### config.mk
export PLATFORM = sky130hd
export DESIGN_NAME = otp_fuse_prog
export DESIGN_NICKNAME = d
export VERILOG_FILES = /design/src/otp_pulse.v /design/src/otp_fuse_prog.v
export VERILOG_INCLUDE_DIRS = /design/src
export SDC_FILE = /design/constraint.sdc
export NUM_CORES = 1
export LEC_CHECK = 0
export ABC_AREA = 1
export BUFFER_PORTS_ARGS = -buffer_cell sky130_fd_sc_hd__buf_2
export CORE_MARGIN = 8
export CORE_UTILIZATION = 40
export CTS_CLUSTER_DIAMETER = 60
export DETAILED_ROUTE_END_ITERATION = 8
export PLACE_DENSITY = 0.68
export SYNTH_ARGS = -nofsm -noshare
export SYNTH_HDL_FRONTEND = slang
export SYNTH_SLANG_ARGS = --single-unit
### constraint.sdc
create_clock -name mclk_i -period 2 [get_ports mclk_i]
set_input_delay 0.1 -clock mclk_i [delete_from_list [all_inputs] [get_ports mclk_i]]
set_output_delay 0.1 -clock mclk_i [all_outputs]
set_load 0.01 [all_outputs]
### src/otp_regs.vh
`ifndef OTP_REGS_VH
`define OTP_REGS_VH

// Register byte offsets on the APB slave.
`define OTP_ADDR_CMD        8'h00
`define OTP_ADDR_STATUS     8'h04
`define OTP_ADDR_VALID      8'h08
`define OTP_ADDR_RDATA      8'h0c

// Command word fields.
`define OTP_CMD_OP_LSB      0
`define OTP_CMD_OP_MSB      2
`define OTP_CMD_KEY_LSB     4
`define OTP_CMD_KEY_MSB     6
`define OTP_CMD_CODE_LSB    8
`define OTP_CMD_CODE_MSB    16

// Operation codes.
`define OTP_OP_NONE         3'h0
`define OTP_OP_TRY          3'h1
`define OTP_OP_BLOW         3'h2
`define OTP_OP_READ         3'h3
`define OTP_OP_LOCK         3'h4
`define OTP_OP_STOP         3'h5

// Status bit positions.
`define OTP_ST_BUSY         0
`define OTP_ST_ERR          1
`define OTP_ST_TRY          2
`define OTP_ST_GAIN_DONE    3
`define OTP_ST_ZERO_DONE    4
`define OTP_ST_LOCKED       5
`define OTP_ST_VALID        6

// Mode keys, parameter keys, the last fuse bit and the read bit count.
`define OTP_MODE_BLOW       9'h001
`define OTP_MODE_TRY        9'h002
`define OTP_MODE_READ       9'h003
`define OTP_KEY_GAIN        3'h1
`define OTP_KEY_ZERO        3'h2
`define OTP_KEY_FACTORY     3'h3
`define OTP_KEY_MARGIN      3'h4
`define OTP_BIT_LAST        9'h008
`define OTP_READ_BITS       9'h008

// Pin levels on the output pin driver.
`define OTP_LVL_LOW         2'h0
`define OTP_LVL_MID         2'h1
`define OTP_LVL_HIGH        2'h2

// Timing, in microseconds and in clock cycles, and the clock rate in MHz.
`define OTP_CLK_MHZ         250
`define OTP_T_LOW_US        20
`define OTP_T_ACTIVE_US     20
`define OTP_T_BLOW_US       100
`define OTP_T_PWR_US        1000
`define OTP_T_LOW_CYC       (`OTP_T_LOW_US * `OTP_CLK_MHZ)
`define OTP_T_ACTIVE_CYC    (`OTP_T_ACTIVE_US * `OTP_CLK_MHZ)
`define OTP_T_BLOW_CYC      (`OTP_T_BLOW_US * `OTP_CLK_MHZ)
`define OTP_T_PWR_CYC       (`OTP_T_PWR_US * `OTP_CLK_MHZ)

`endif

### src/otp_pulse.v
`timescale 1ns/1ps
`default_nettype none
`include "otp_regs.vh"

// Drives one pulse of the given level and width, then the idle level for the low time.
module otp_pulse (
   input  wire        mclk_i,
   input  wire        rst_i,
   input  wire        start_i,
   input  wire [1:0]  level_i,
   input  wire [31:0] width_i,
   input  wire [31:0] low_i,
   output reg  [1:0]  level_o,
   output reg         done_o
);

   localparam PH_IDLE = 2'h0;
   localparam PH_ACT  = 2'h1;
   localparam PH_LOW  = 2'h2;

   reg [1:0]  phase;
   reg [31:0] cnt;

   always @(posedge mclk_i) begin
      if (rst_i) begin
         phase   <= PH_IDLE;
         cnt     <= 32'h0;
         level_o <= `OTP_LVL_LOW;
         done_o  <= 1'b0;
      end else begin
         done_o <= 1'b0;
         case (phase)
            PH_IDLE: begin
               if (start_i) begin
                  phase   <= PH_ACT;
                  cnt     <= width_i;
                  level_o <= level_i;
               end
            end
            PH_ACT: begin
               if (cnt <= 32'h1) begin
                  phase   <= PH_LOW;
                  cnt     <= low_i;
                  level_o <= `OTP_LVL_LOW;
               end else begin
                  cnt <= cnt - 32'h1;
               end
            end
            PH_LOW: begin
               if (cnt <= 32'h1) begin
                  phase  <= PH_IDLE;
                  done_o <= 1'b1;
               end else begin
                  cnt <= cnt - 32'h1;
               end
            end
            default: begin
               phase   <= PH_IDLE;
               level_o <= `OTP_LVL_LOW;
            end
         endcase
      end
   end

endmodule // otp_pulse

`default_nettype wire

### src/otp_fuse_prog.v
`timescale 1ns/1ps
`default_nettype none
`include "otp_regs.vh"

module otp_fuse_prog #(
   parameter T_LOW_CYC    = `OTP_T_LOW_CYC,
   parameter T_ACTIVE_CYC = `OTP_T_ACTIVE_CYC,
   parameter T_BLOW_CYC   = `OTP_T_BLOW_CYC,
   parameter T_PWR_CYC    = `OTP_T_PWR_CYC
) (
   input  wire        mclk_i,
   input  wire        rst_i,
   input  wire        psel_i,
   input  wire        penable_i,
   input  wire        pwrite_i,
   input  wire [7:0]  paddr_i,
   input  wire [31:0] pwdata_i,
   output reg  [31:0] prdata_o,
   output wire        pready_o,
   output wire        pslverr_o,
   output wire [1:0]  pin_level_o,
   output reg         power_en_o,
   input  wire        supply_current_high_i
);

   localparam S_IDLE    = 4'h0;
   localparam S_PWRUP   = 4'h1;
   localparam S_ENTER   = 4'h2;
   localparam S_MODE    = 4'h3;
   localparam S_TOPARAM = 4'h4;
   localparam S_PARAM   = 4'h5;
   localparam S_TOADDR  = 4'h6;
   localparam S_BACK    = 4'h7;
   localparam S_CODE    = 4'h8;
   localparam S_BLOW    = 4'h9;
   localparam S_PWROFF  = 4'ha;

   localparam [31:0] LOW_CYC    = T_LOW_CYC;
   localparam [31:0] ACTIVE_CYC = T_ACTIVE_CYC;
   localparam [31:0] BLOW_CYC   = T_BLOW_CYC;
   localparam [31:0] PWR_CYC    = T_PWR_CYC;

   reg  [3:0]  state;
   reg  [2:0]  op;
   reg  [2:0]  pkey;
   reg  [8:0]  code;
   reg  [8:0]  cnt;
   reg         waiting;
   reg  [31:0] wait_cnt;
   reg         lock_phase;
   reg         try_active;
   reg         zero_last;
   reg         gain_done;
   reg         zero_done;
   reg         locked;
   reg         validated;
   reg         err;
   reg  [8:0]  rbits;
   reg  [3:0]  ridx;

   wire        wr_acc  = psel_i & penable_i & pwrite_i;
   wire        setup   = psel_i & ~penable_i;
   wire        mapped  = (paddr_i == `OTP_ADDR_CMD) | (paddr_i == `OTP_ADDR_STATUS) |
                         (paddr_i == `OTP_ADDR_VALID) | (paddr_i == `OTP_ADDR_RDATA);
   wire        cmd_wr  = wr_acc & (paddr_i == `OTP_ADDR_CMD);
   wire [2:0]  w_op    = pwdata_i[`OTP_CMD_OP_MSB:`OTP_CMD_OP_LSB];
   wire [2:0]  w_key   = pwdata_i[`OTP_CMD_KEY_MSB:`OTP_CMD_KEY_LSB];
   wire [8:0]  w_code  = pwdata_i[`OTP_CMD_CODE_MSB:`OTP_CMD_CODE_LSB];
   wire        idle    = (state == S_IDLE);
   wire        key_prg = (w_key == `OTP_KEY_GAIN) | (w_key == `OTP_KEY_ZERO) |
                         (w_key == `OTP_KEY_MARGIN);
   wire        key_any = key_prg | (w_key == `OTP_KEY_FACTORY);

   // Legality of each command as seen by the controller.
   wire ok_try  = key_prg & ~(try_active & zero_last);
   wire ok_blow = ~try_active & ~locked & key_prg & (w_code <= `OTP_BIT_LAST) &
                  ~((w_key == `OTP_KEY_MARGIN) & (w_code == `OTP_BIT_LAST)) &
                  ~((w_key == `OTP_KEY_ZERO) & ~gain_done);
   wire ok_read = ~try_active & key_any;
   wire ok_lock = ~try_active & ~locked & gain_done & zero_done & validated;
   reg  cmd_ok;

   always @* begin
      case (w_op)
         `OTP_OP_TRY:  cmd_ok = ok_try;
         `OTP_OP_BLOW: cmd_ok = ok_blow;
         `OTP_OP_READ: cmd_ok = ok_read;
         `OTP_OP_LOCK: cmd_ok = ok_lock;
         `OTP_OP_STOP: cmd_ok = 1'b1;
         default:      cmd_ok = 1'b0;
      endcase
   end

   wire        start_cmd = cmd_wr & idle & cmd_ok;
   wire        bad_cmd   = cmd_wr & ~(idle & cmd_ok);
   wire        pulse_st  = (state == S_ENTER) | (state == S_MODE) | (state == S_TOPARAM) |
                           (state == S_PARAM) | (state == S_TOADDR) | (state == S_BACK) |
                           (state == S_CODE) | (state == S_BLOW);
   wire        pl_start  = pulse_st & ~waiting & (cnt != 9'h000);
   wire        step_end  = pulse_st & ~waiting & (cnt == 9'h000);
   wire        pl_done;
   wire        is_mid    = (state == S_MODE) | (state == S_PARAM) | (state == S_CODE);
   wire [1:0]  pl_level  = is_mid ? `OTP_LVL_MID : `OTP_LVL_HIGH;
   wire [31:0] pl_width  = (state == S_BLOW) ? BLOW_CYC : ACTIVE_CYC;
   wire [8:0]  mode_key  = (op == `OTP_OP_TRY)  ? `OTP_MODE_TRY :
                           (op == `OTP_OP_READ) ? `OTP_MODE_READ : `OTP_MODE_BLOW;
   wire [8:0]  key_cnt   = {6'h00, pkey};
   wire [8:0]  code_cnt  = (op == `OTP_OP_READ) ? `OTP_READ_BITS :
                           (op == `OTP_OP_LOCK) ? (lock_phase ? 9'h000 : `OTP_BIT_LAST) :
                           code;

   otp_pulse u_pulse (
      .mclk_i  (mclk_i),
      .rst_i   (rst_i),
      .start_i (pl_start),
      .level_i (pl_level),
      .width_i (pl_width),
      .low_i   (LOW_CYC),
      .level_o (pin_level_o),
      .done_o  (pl_done)
   );

   always @(posedge mclk_i) begin
      if (rst_i) begin
         state      <= S_IDLE;
         op         <= `OTP_OP_NONE;
         pkey       <= 3'h0;
         code       <= 9'h000;
         cnt        <= 9'h000;
         waiting    <= 1'b0;
         wait_cnt   <= 32'h0;
         lock_phase <= 1'b0;
         try_active <= 1'b0;
         zero_last  <= 1'b0;
         gain_done  <= 1'b0;
         zero_done  <= 1'b0;
         locked     <= 1'b0;
         rbits      <= 9'h000;
         ridx       <= 4'h0;
         power_en_o <= 1'b0;
      end else begin
         if (pl_start) begin
            waiting <= 1'b1;
         end
         if (pl_done) begin
            waiting <= 1'b0;
            cnt     <= cnt - 9'h001;
            if (op == `OTP_OP_READ && state == S_TOADDR) begin
               rbits[0] <= supply_current_high_i;
               ridx     <= 4'h1;
            end
            if (op == `OTP_OP_READ && state == S_CODE) begin
               rbits[ridx] <= supply_current_high_i;
               ridx        <= ridx + 4'h1;
            end
         end
         case (state)
            S_IDLE: begin
               if (start_cmd) begin
                  op         <= w_op;
                  pkey       <= (w_op == `OTP_OP_LOCK) ? `OTP_KEY_MARGIN : w_key;
                  code       <= w_code;
                  lock_phase <= 1'b0;
                  if (w_op == `OTP_OP_STOP) begin
                     power_en_o <= 1'b0;
                     try_active <= 1'b0;
                     zero_last  <= 1'b0;
                     wait_cnt   <= PWR_CYC;
                     state      <= S_PWROFF;
                  end else if (w_op == `OTP_OP_TRY && try_active) begin
                     cnt   <= 9'h001;
                     state <= S_BACK;
                  end else begin
                     if (w_op == `OTP_OP_READ) begin
                        rbits <= 9'h000;
                     end
                     power_en_o <= 1'b1;
                     wait_cnt   <= PWR_CYC;
                     state      <= S_PWRUP;
                  end
               end
            end
            S_PWRUP: begin
               if (wait_cnt <= 32'h1) begin
                  cnt   <= 9'h001;
                  state <= S_ENTER;
               end else begin
                  wait_cnt <= wait_cnt - 32'h1;
               end
            end
            S_ENTER: begin
               if (step_end) begin
                  cnt   <= mode_key;
                  state <= S_MODE;
               end
            end
            S_MODE: begin
               if (step_end) begin
                  cnt   <= 9'h002;
                  state <= S_TOPARAM;
               end
            end
            S_TOPARAM, S_BACK: begin
               if (step_end) begin
                  cnt   <= key_cnt;
                  state <= S_PARAM;
               end
            end
            S_PARAM: begin
               if (step_end) begin
                  cnt   <= 9'h001;
                  state <= S_TOADDR;
               end
            end
            S_TOADDR: begin
               if (step_end) begin
                  cnt   <= code_cnt;
                  state <= S_CODE;
               end
            end
            S_CODE: begin
               if (step_end) begin
                  if (op == `OTP_OP_TRY) begin
                     try_active <= 1'b1;
                     zero_last  <= (pkey == `OTP_KEY_ZERO);
                     state      <= S_IDLE;
                  end else if (op == `OTP_OP_READ) begin
                     power_en_o <= 1'b0;
                     wait_cnt   <= PWR_CYC;
                     state      <= S_PWROFF;
                  end else begin
                     cnt   <= 9'h001;
                     state <= S_BLOW;
                  end
               end
            end
            S_BLOW: begin
               if (step_end) begin
                  // The pulse tail already held the low level for the low time.
                  power_en_o <= 1'b0;
                  wait_cnt   <= PWR_CYC;
                  state      <= S_PWROFF;
                  if (op == `OTP_OP_BLOW && pkey == `OTP_KEY_GAIN) begin
                     gain_done <= 1'b1;
                  end
                  if (op == `OTP_OP_BLOW && pkey == `OTP_KEY_ZERO) begin
                     zero_done <= 1'b1;
                  end
                  if (op == `OTP_OP_LOCK && lock_phase) begin
                     locked <= 1'b1;
                  end
               end
            end
            S_PWROFF: begin
               if (wait_cnt <= 32'h1) begin
                  if (op == `OTP_OP_LOCK && !lock_phase) begin
                     lock_phase <= 1'b1;
                     power_en_o <= 1'b1;
                     wait_cnt   <= PWR_CYC;
                     state      <= S_PWRUP;
                  end else begin
                     state <= S_IDLE;
                  end
               end else begin
                  wait_cnt <= wait_cnt - 32'h1;
               end
            end
            default: begin
               power_en_o <= 1'b0;
               state      <= S_IDLE;
            end
         endcase
      end
   end

   // Software registers; a new error wins over a clear in the same cycle.
   always @(posedge mclk_i) begin
      if (rst_i) begin
         err       <= 1'b0;
         validated <= 1'b0;
         prdata_o  <= 32'h0;
      end else begin
         if (bad_cmd) begin
            err <= 1'b1;
         end else if (wr_acc && paddr_i == `OTP_ADDR_STATUS && pwdata_i[`OTP_ST_ERR]) begin
            err <= 1'b0;
         end
         if (wr_acc && paddr_i == `OTP_ADDR_VALID) begin
            validated <= pwdata_i[0];
         end
         if (setup) begin
            case (paddr_i)
               `OTP_ADDR_STATUS: prdata_o <= {25'h0, validated, locked, zero_done, gain_done,
                                              try_active, err, ~idle};
               `OTP_ADDR_VALID:  prdata_o <= {31'h0, validated};
               `OTP_ADDR_RDATA:  prdata_o <= {23'h0, rbits};
               default:          prdata_o <= 32'h0;
            endcase
         end
      end
   end

   assign pready_o  = 1'b1;
   assign pslverr_o = psel_i & penable_i & ~mapped;

endmodule // otp_fuse_prog

`default_nettype wire

==> flow_summary.json <==
{
  "ant_nets": 0,
  "cts_tree": "yes",
  "power_uw": 18200,
  "rrSetupSlack_ns": 0.03,
  "grt_overflow": 0,
  "initial_core_util_pct": 40.3,
  "cts_sinks": 129,
  "synth.most_common_cell": "nand2_1",
  "synth-edff-count": 0,
  "avgSynthCellArea_um2": 6.25,
  "htree_levels": 4,
  "n_antenna_cell": 0,
  "max_stage_delay_ns": 0.34,
  "synthTopCellsByArea": "dfxtp_1 (31%), nand2_1 (13%), nor2_1 (9.9%)",
  "clock_latency_ns": 0.43,
  "io_buffers": 41,
  "core_um2": 20800,
  "fin_tns_setup_ns": 0,
  "grt_max_degree": 79,
  "critPathLaunchType": "flip-flop",
  "first_iter_violations": 771,
  "max-cap-violations": 0,
  "cts_made_buffers": 17,
  "ios": 83,
  "yosys_warnings": 0,
  "hold_viol": 0,
  "drive_gt1_share_pct": 22.5,
  "synthAdderAreaFrac_pct": 1.79,
  "fin_crit_sh_pct": 98.3,
  "finalCriticalPeriod_ns": 1.97,
  "yosys-top-cells-count": "nand2_1 (288), nor2_1 (220), inv_1 (158)",
  "maxSlewViolCount": 0,
  "synth_ff_type": "dfxtp_1",
  "cp_cell_sequence": "inv_2 -> ha_4 -> nand3_4 -> nor2_1 -> nand2_1 -> nand2_2 -> nand2_4 -> nand2_4 -> a21oi_4 -> buf_6 -> clkbuf_16 -> nand4_1 -> nor2_1 -> nor3b_2",
  "powerDensity_nw_per_um2": 1680,
  "synth_top_family_by_area": "simple AND/OR/NAND/NOR gates",
  "timing.fmax_ghz": 0.509,
  "synth_xor_area_share_pct": 4.92,
  "drt-wirelength-per-cell_um": 14.3,
  "hold_path_class": "in2reg",
  "finalClockSkew_ns": 0.0101,
  "syn-instance-count": 1339,
  "track_usage_pct": 18.5,
  "synth_compound_area_share_pct": 15.0,
  "die_w_um": 161,
  "synth_top_area_share_pct": 30.8,
  "slew_headroom_pct": 61.9,
  "num_vias": 9151,
  "grt_pass1_wl_um": 40000,
  "grt_pass1_vias": 8291,
  "final-setup-viol-count": 0,
  "dieArea_um2": 25800,
  "cp.required_ns": 2.33,
  "async_flop_share_pct": 0,
  "status": "completed",
  "p_leak_uw": 0.00500,
  "worstPathArrival_ns": 2.29,
  "fin_area_um2": 10900,
  "gp_congestion": 0.947,
  "cts_root_buffer": "clkbuf_16",
  "synth-seq-cells": 129,
  "whs_ns": 0.0232,
  "antenna_found_initial": 0,
  "path_max_fanout": 7,
  "row_count": 53,
  "worstSetupPathType": "reg2reg",
  "clk_path_buf_depth": 2,
  "post_synth_num_cell_types": 47,
  "placed_area_um2": 9520,
  "peakVddDrop_mv": 1.19,
  "yosys.area.top_type": "dfxtp_1",
  "ys_seq_area_share_pct": 30.8,
  "endpoint_kind": "flip-flop",
  "firstDrtPassIters": 5,
  "fin_nets": 1555,
  "crit_slowest_cell": "dfxtp_2",
  "avgViaCountPerCell": 5.13,
  "drc": 0,
  "cts.clk_slew.worst_paths_ns": 0.06,
  "areaGrowthSynthToFinish_pct": 29.9,
  "wirelength_um": 25500,
  "synth_area_um2": 8370,
  "die_height_um": 161,
  "rsz0062_at_grt": "yes",
  "dp_hpwl_um": 17700,
  "tightest_slew_ns": 0.571,
  "synth.area.mux_share_pct": 0,
  "synth-simple-area-share_pct": 35.6
}
-- critical path: cells and delay by family (launching register included) --
family / cells / cell delay [ns]
AOI/OAI and AO/OA: 1 / 0.20
buffers and inverters: 3 / 0.33
DFF: 1 / 0.34
adders and majority gates: 1 / 0.16
and+or+nand+nor: 9 / 0.83
-- cell families (layout without fill, tap and decap cells) --
kind of cell / after synthesis / in the layout
AO/OA/AOI/OAI: 227 / 227
XOR/XNOR: 47 / 47
adder cells (fa/ha/maj): 12 / 12
buffers and inverters: 228 / 377
flip-flops: 129 / 129
other: 2 / 24
AND/OR/NAND/NOR: 694 / 694
-- where the power goes --
part | internal [uW] | leakage, uW | switching, uW
Clock | 1760 | 0.000275 | 1310
Combinational | 4750 | 0.00367 | 6960
Sequential | 3040 | 0.00105 | 401
Total | 9550 | 0.00500 | 8680
-- sequential cells by signal, indices dropped and copies added, names as in the netlist, 2 cells and up --
signal	count
cnt	9
code	9
rbits	9
u_pulse.level_o	2
ridx	4
u_pulse.phase	2
op	3
pkey	3
state	4
prdata_o	9
u_pulse.cnt	32
wait_cnt	32
-- cell usage in the layout, fill, tap and decap left out, types with 11 or more instances in the layout --
master,synthesis,final
a21oi_1,110,106
buf_2,10,41
buf_4,28,107
clkbuf_16,0,20
conb_1,2,24
dfxtp_1,129,117
inv_1,158,150
inv_2,10,14
nand2_1,288,275
nand2_2,8,18
nand3_1,78,75
nand4_1,24,24
nor2_1,220,186
nor2_2,7,32
nor3_1,37,28
o211ai_1,14,14
o21ai_0,55,51
o21ai_1,19,12
o21ai_2,0,11
xor2_1,37,37
-- final cells by class --
type                       count  area, um2
clock buffer                  19        443
clock inverter                13        129
fill                        1989       9880
inverter                     169        657
multi-input combinational   1004       5280
sequential                   129       2600
tap                          275        344
timing repair buffer         176       1420
-- layer usage --
layer	wire length [um]	global-route usage (%)
met1	11600	24.7
met2	12000	29.9
met3	1540	3.07
met4	427	6.14
met5	0	0
-- per-stage QoR --
step / instances / util [%] / worst slack, ns
2_1_floorplan: 1361 / - / 0.0950
3_3_place_gp: 1724 / 45.9 / -0.0873
3_5_place_dp: 1724 / 45.9 / -0.123
4_1_cts: 1769 / 49.4 / 0.00342
5_1_grt: 1785 / 52.4 / -0.0795
6_report: 1785 / 52.4 / 0.0340
-- repair_timing --
item                                   CTS  global route
gates resized for setup                  8           141
setup endpoints to repair               39            92
buffers inserted                         2            13
hold buffers                            10             0
endpoints found under the hold margin   10             0
gates cloned                             1             3
pin swaps                                3            34
-- worst paths after layout --
kind | cells after the start | end | start
worst max register to register | 14 | u_pulse.cnt[28]$_SDFFE_PP0P_ | cnt[1]$_SDFF_PP0_
worst min-delay path | 3 | op[1]$_SDFFE_PP0P_ | pwdata_i[1]
worst max-delay path | 14 | u_pulse.cnt[28]$_SDFFE_PP0P_ | cnt[1]$_SDFF_PP0_
worst min register to register | 2 | code[8]$_SDFFE_PP0P_ | code[8]$_SDFFE_PP0P_
Power figures use the tool's default switching activity.
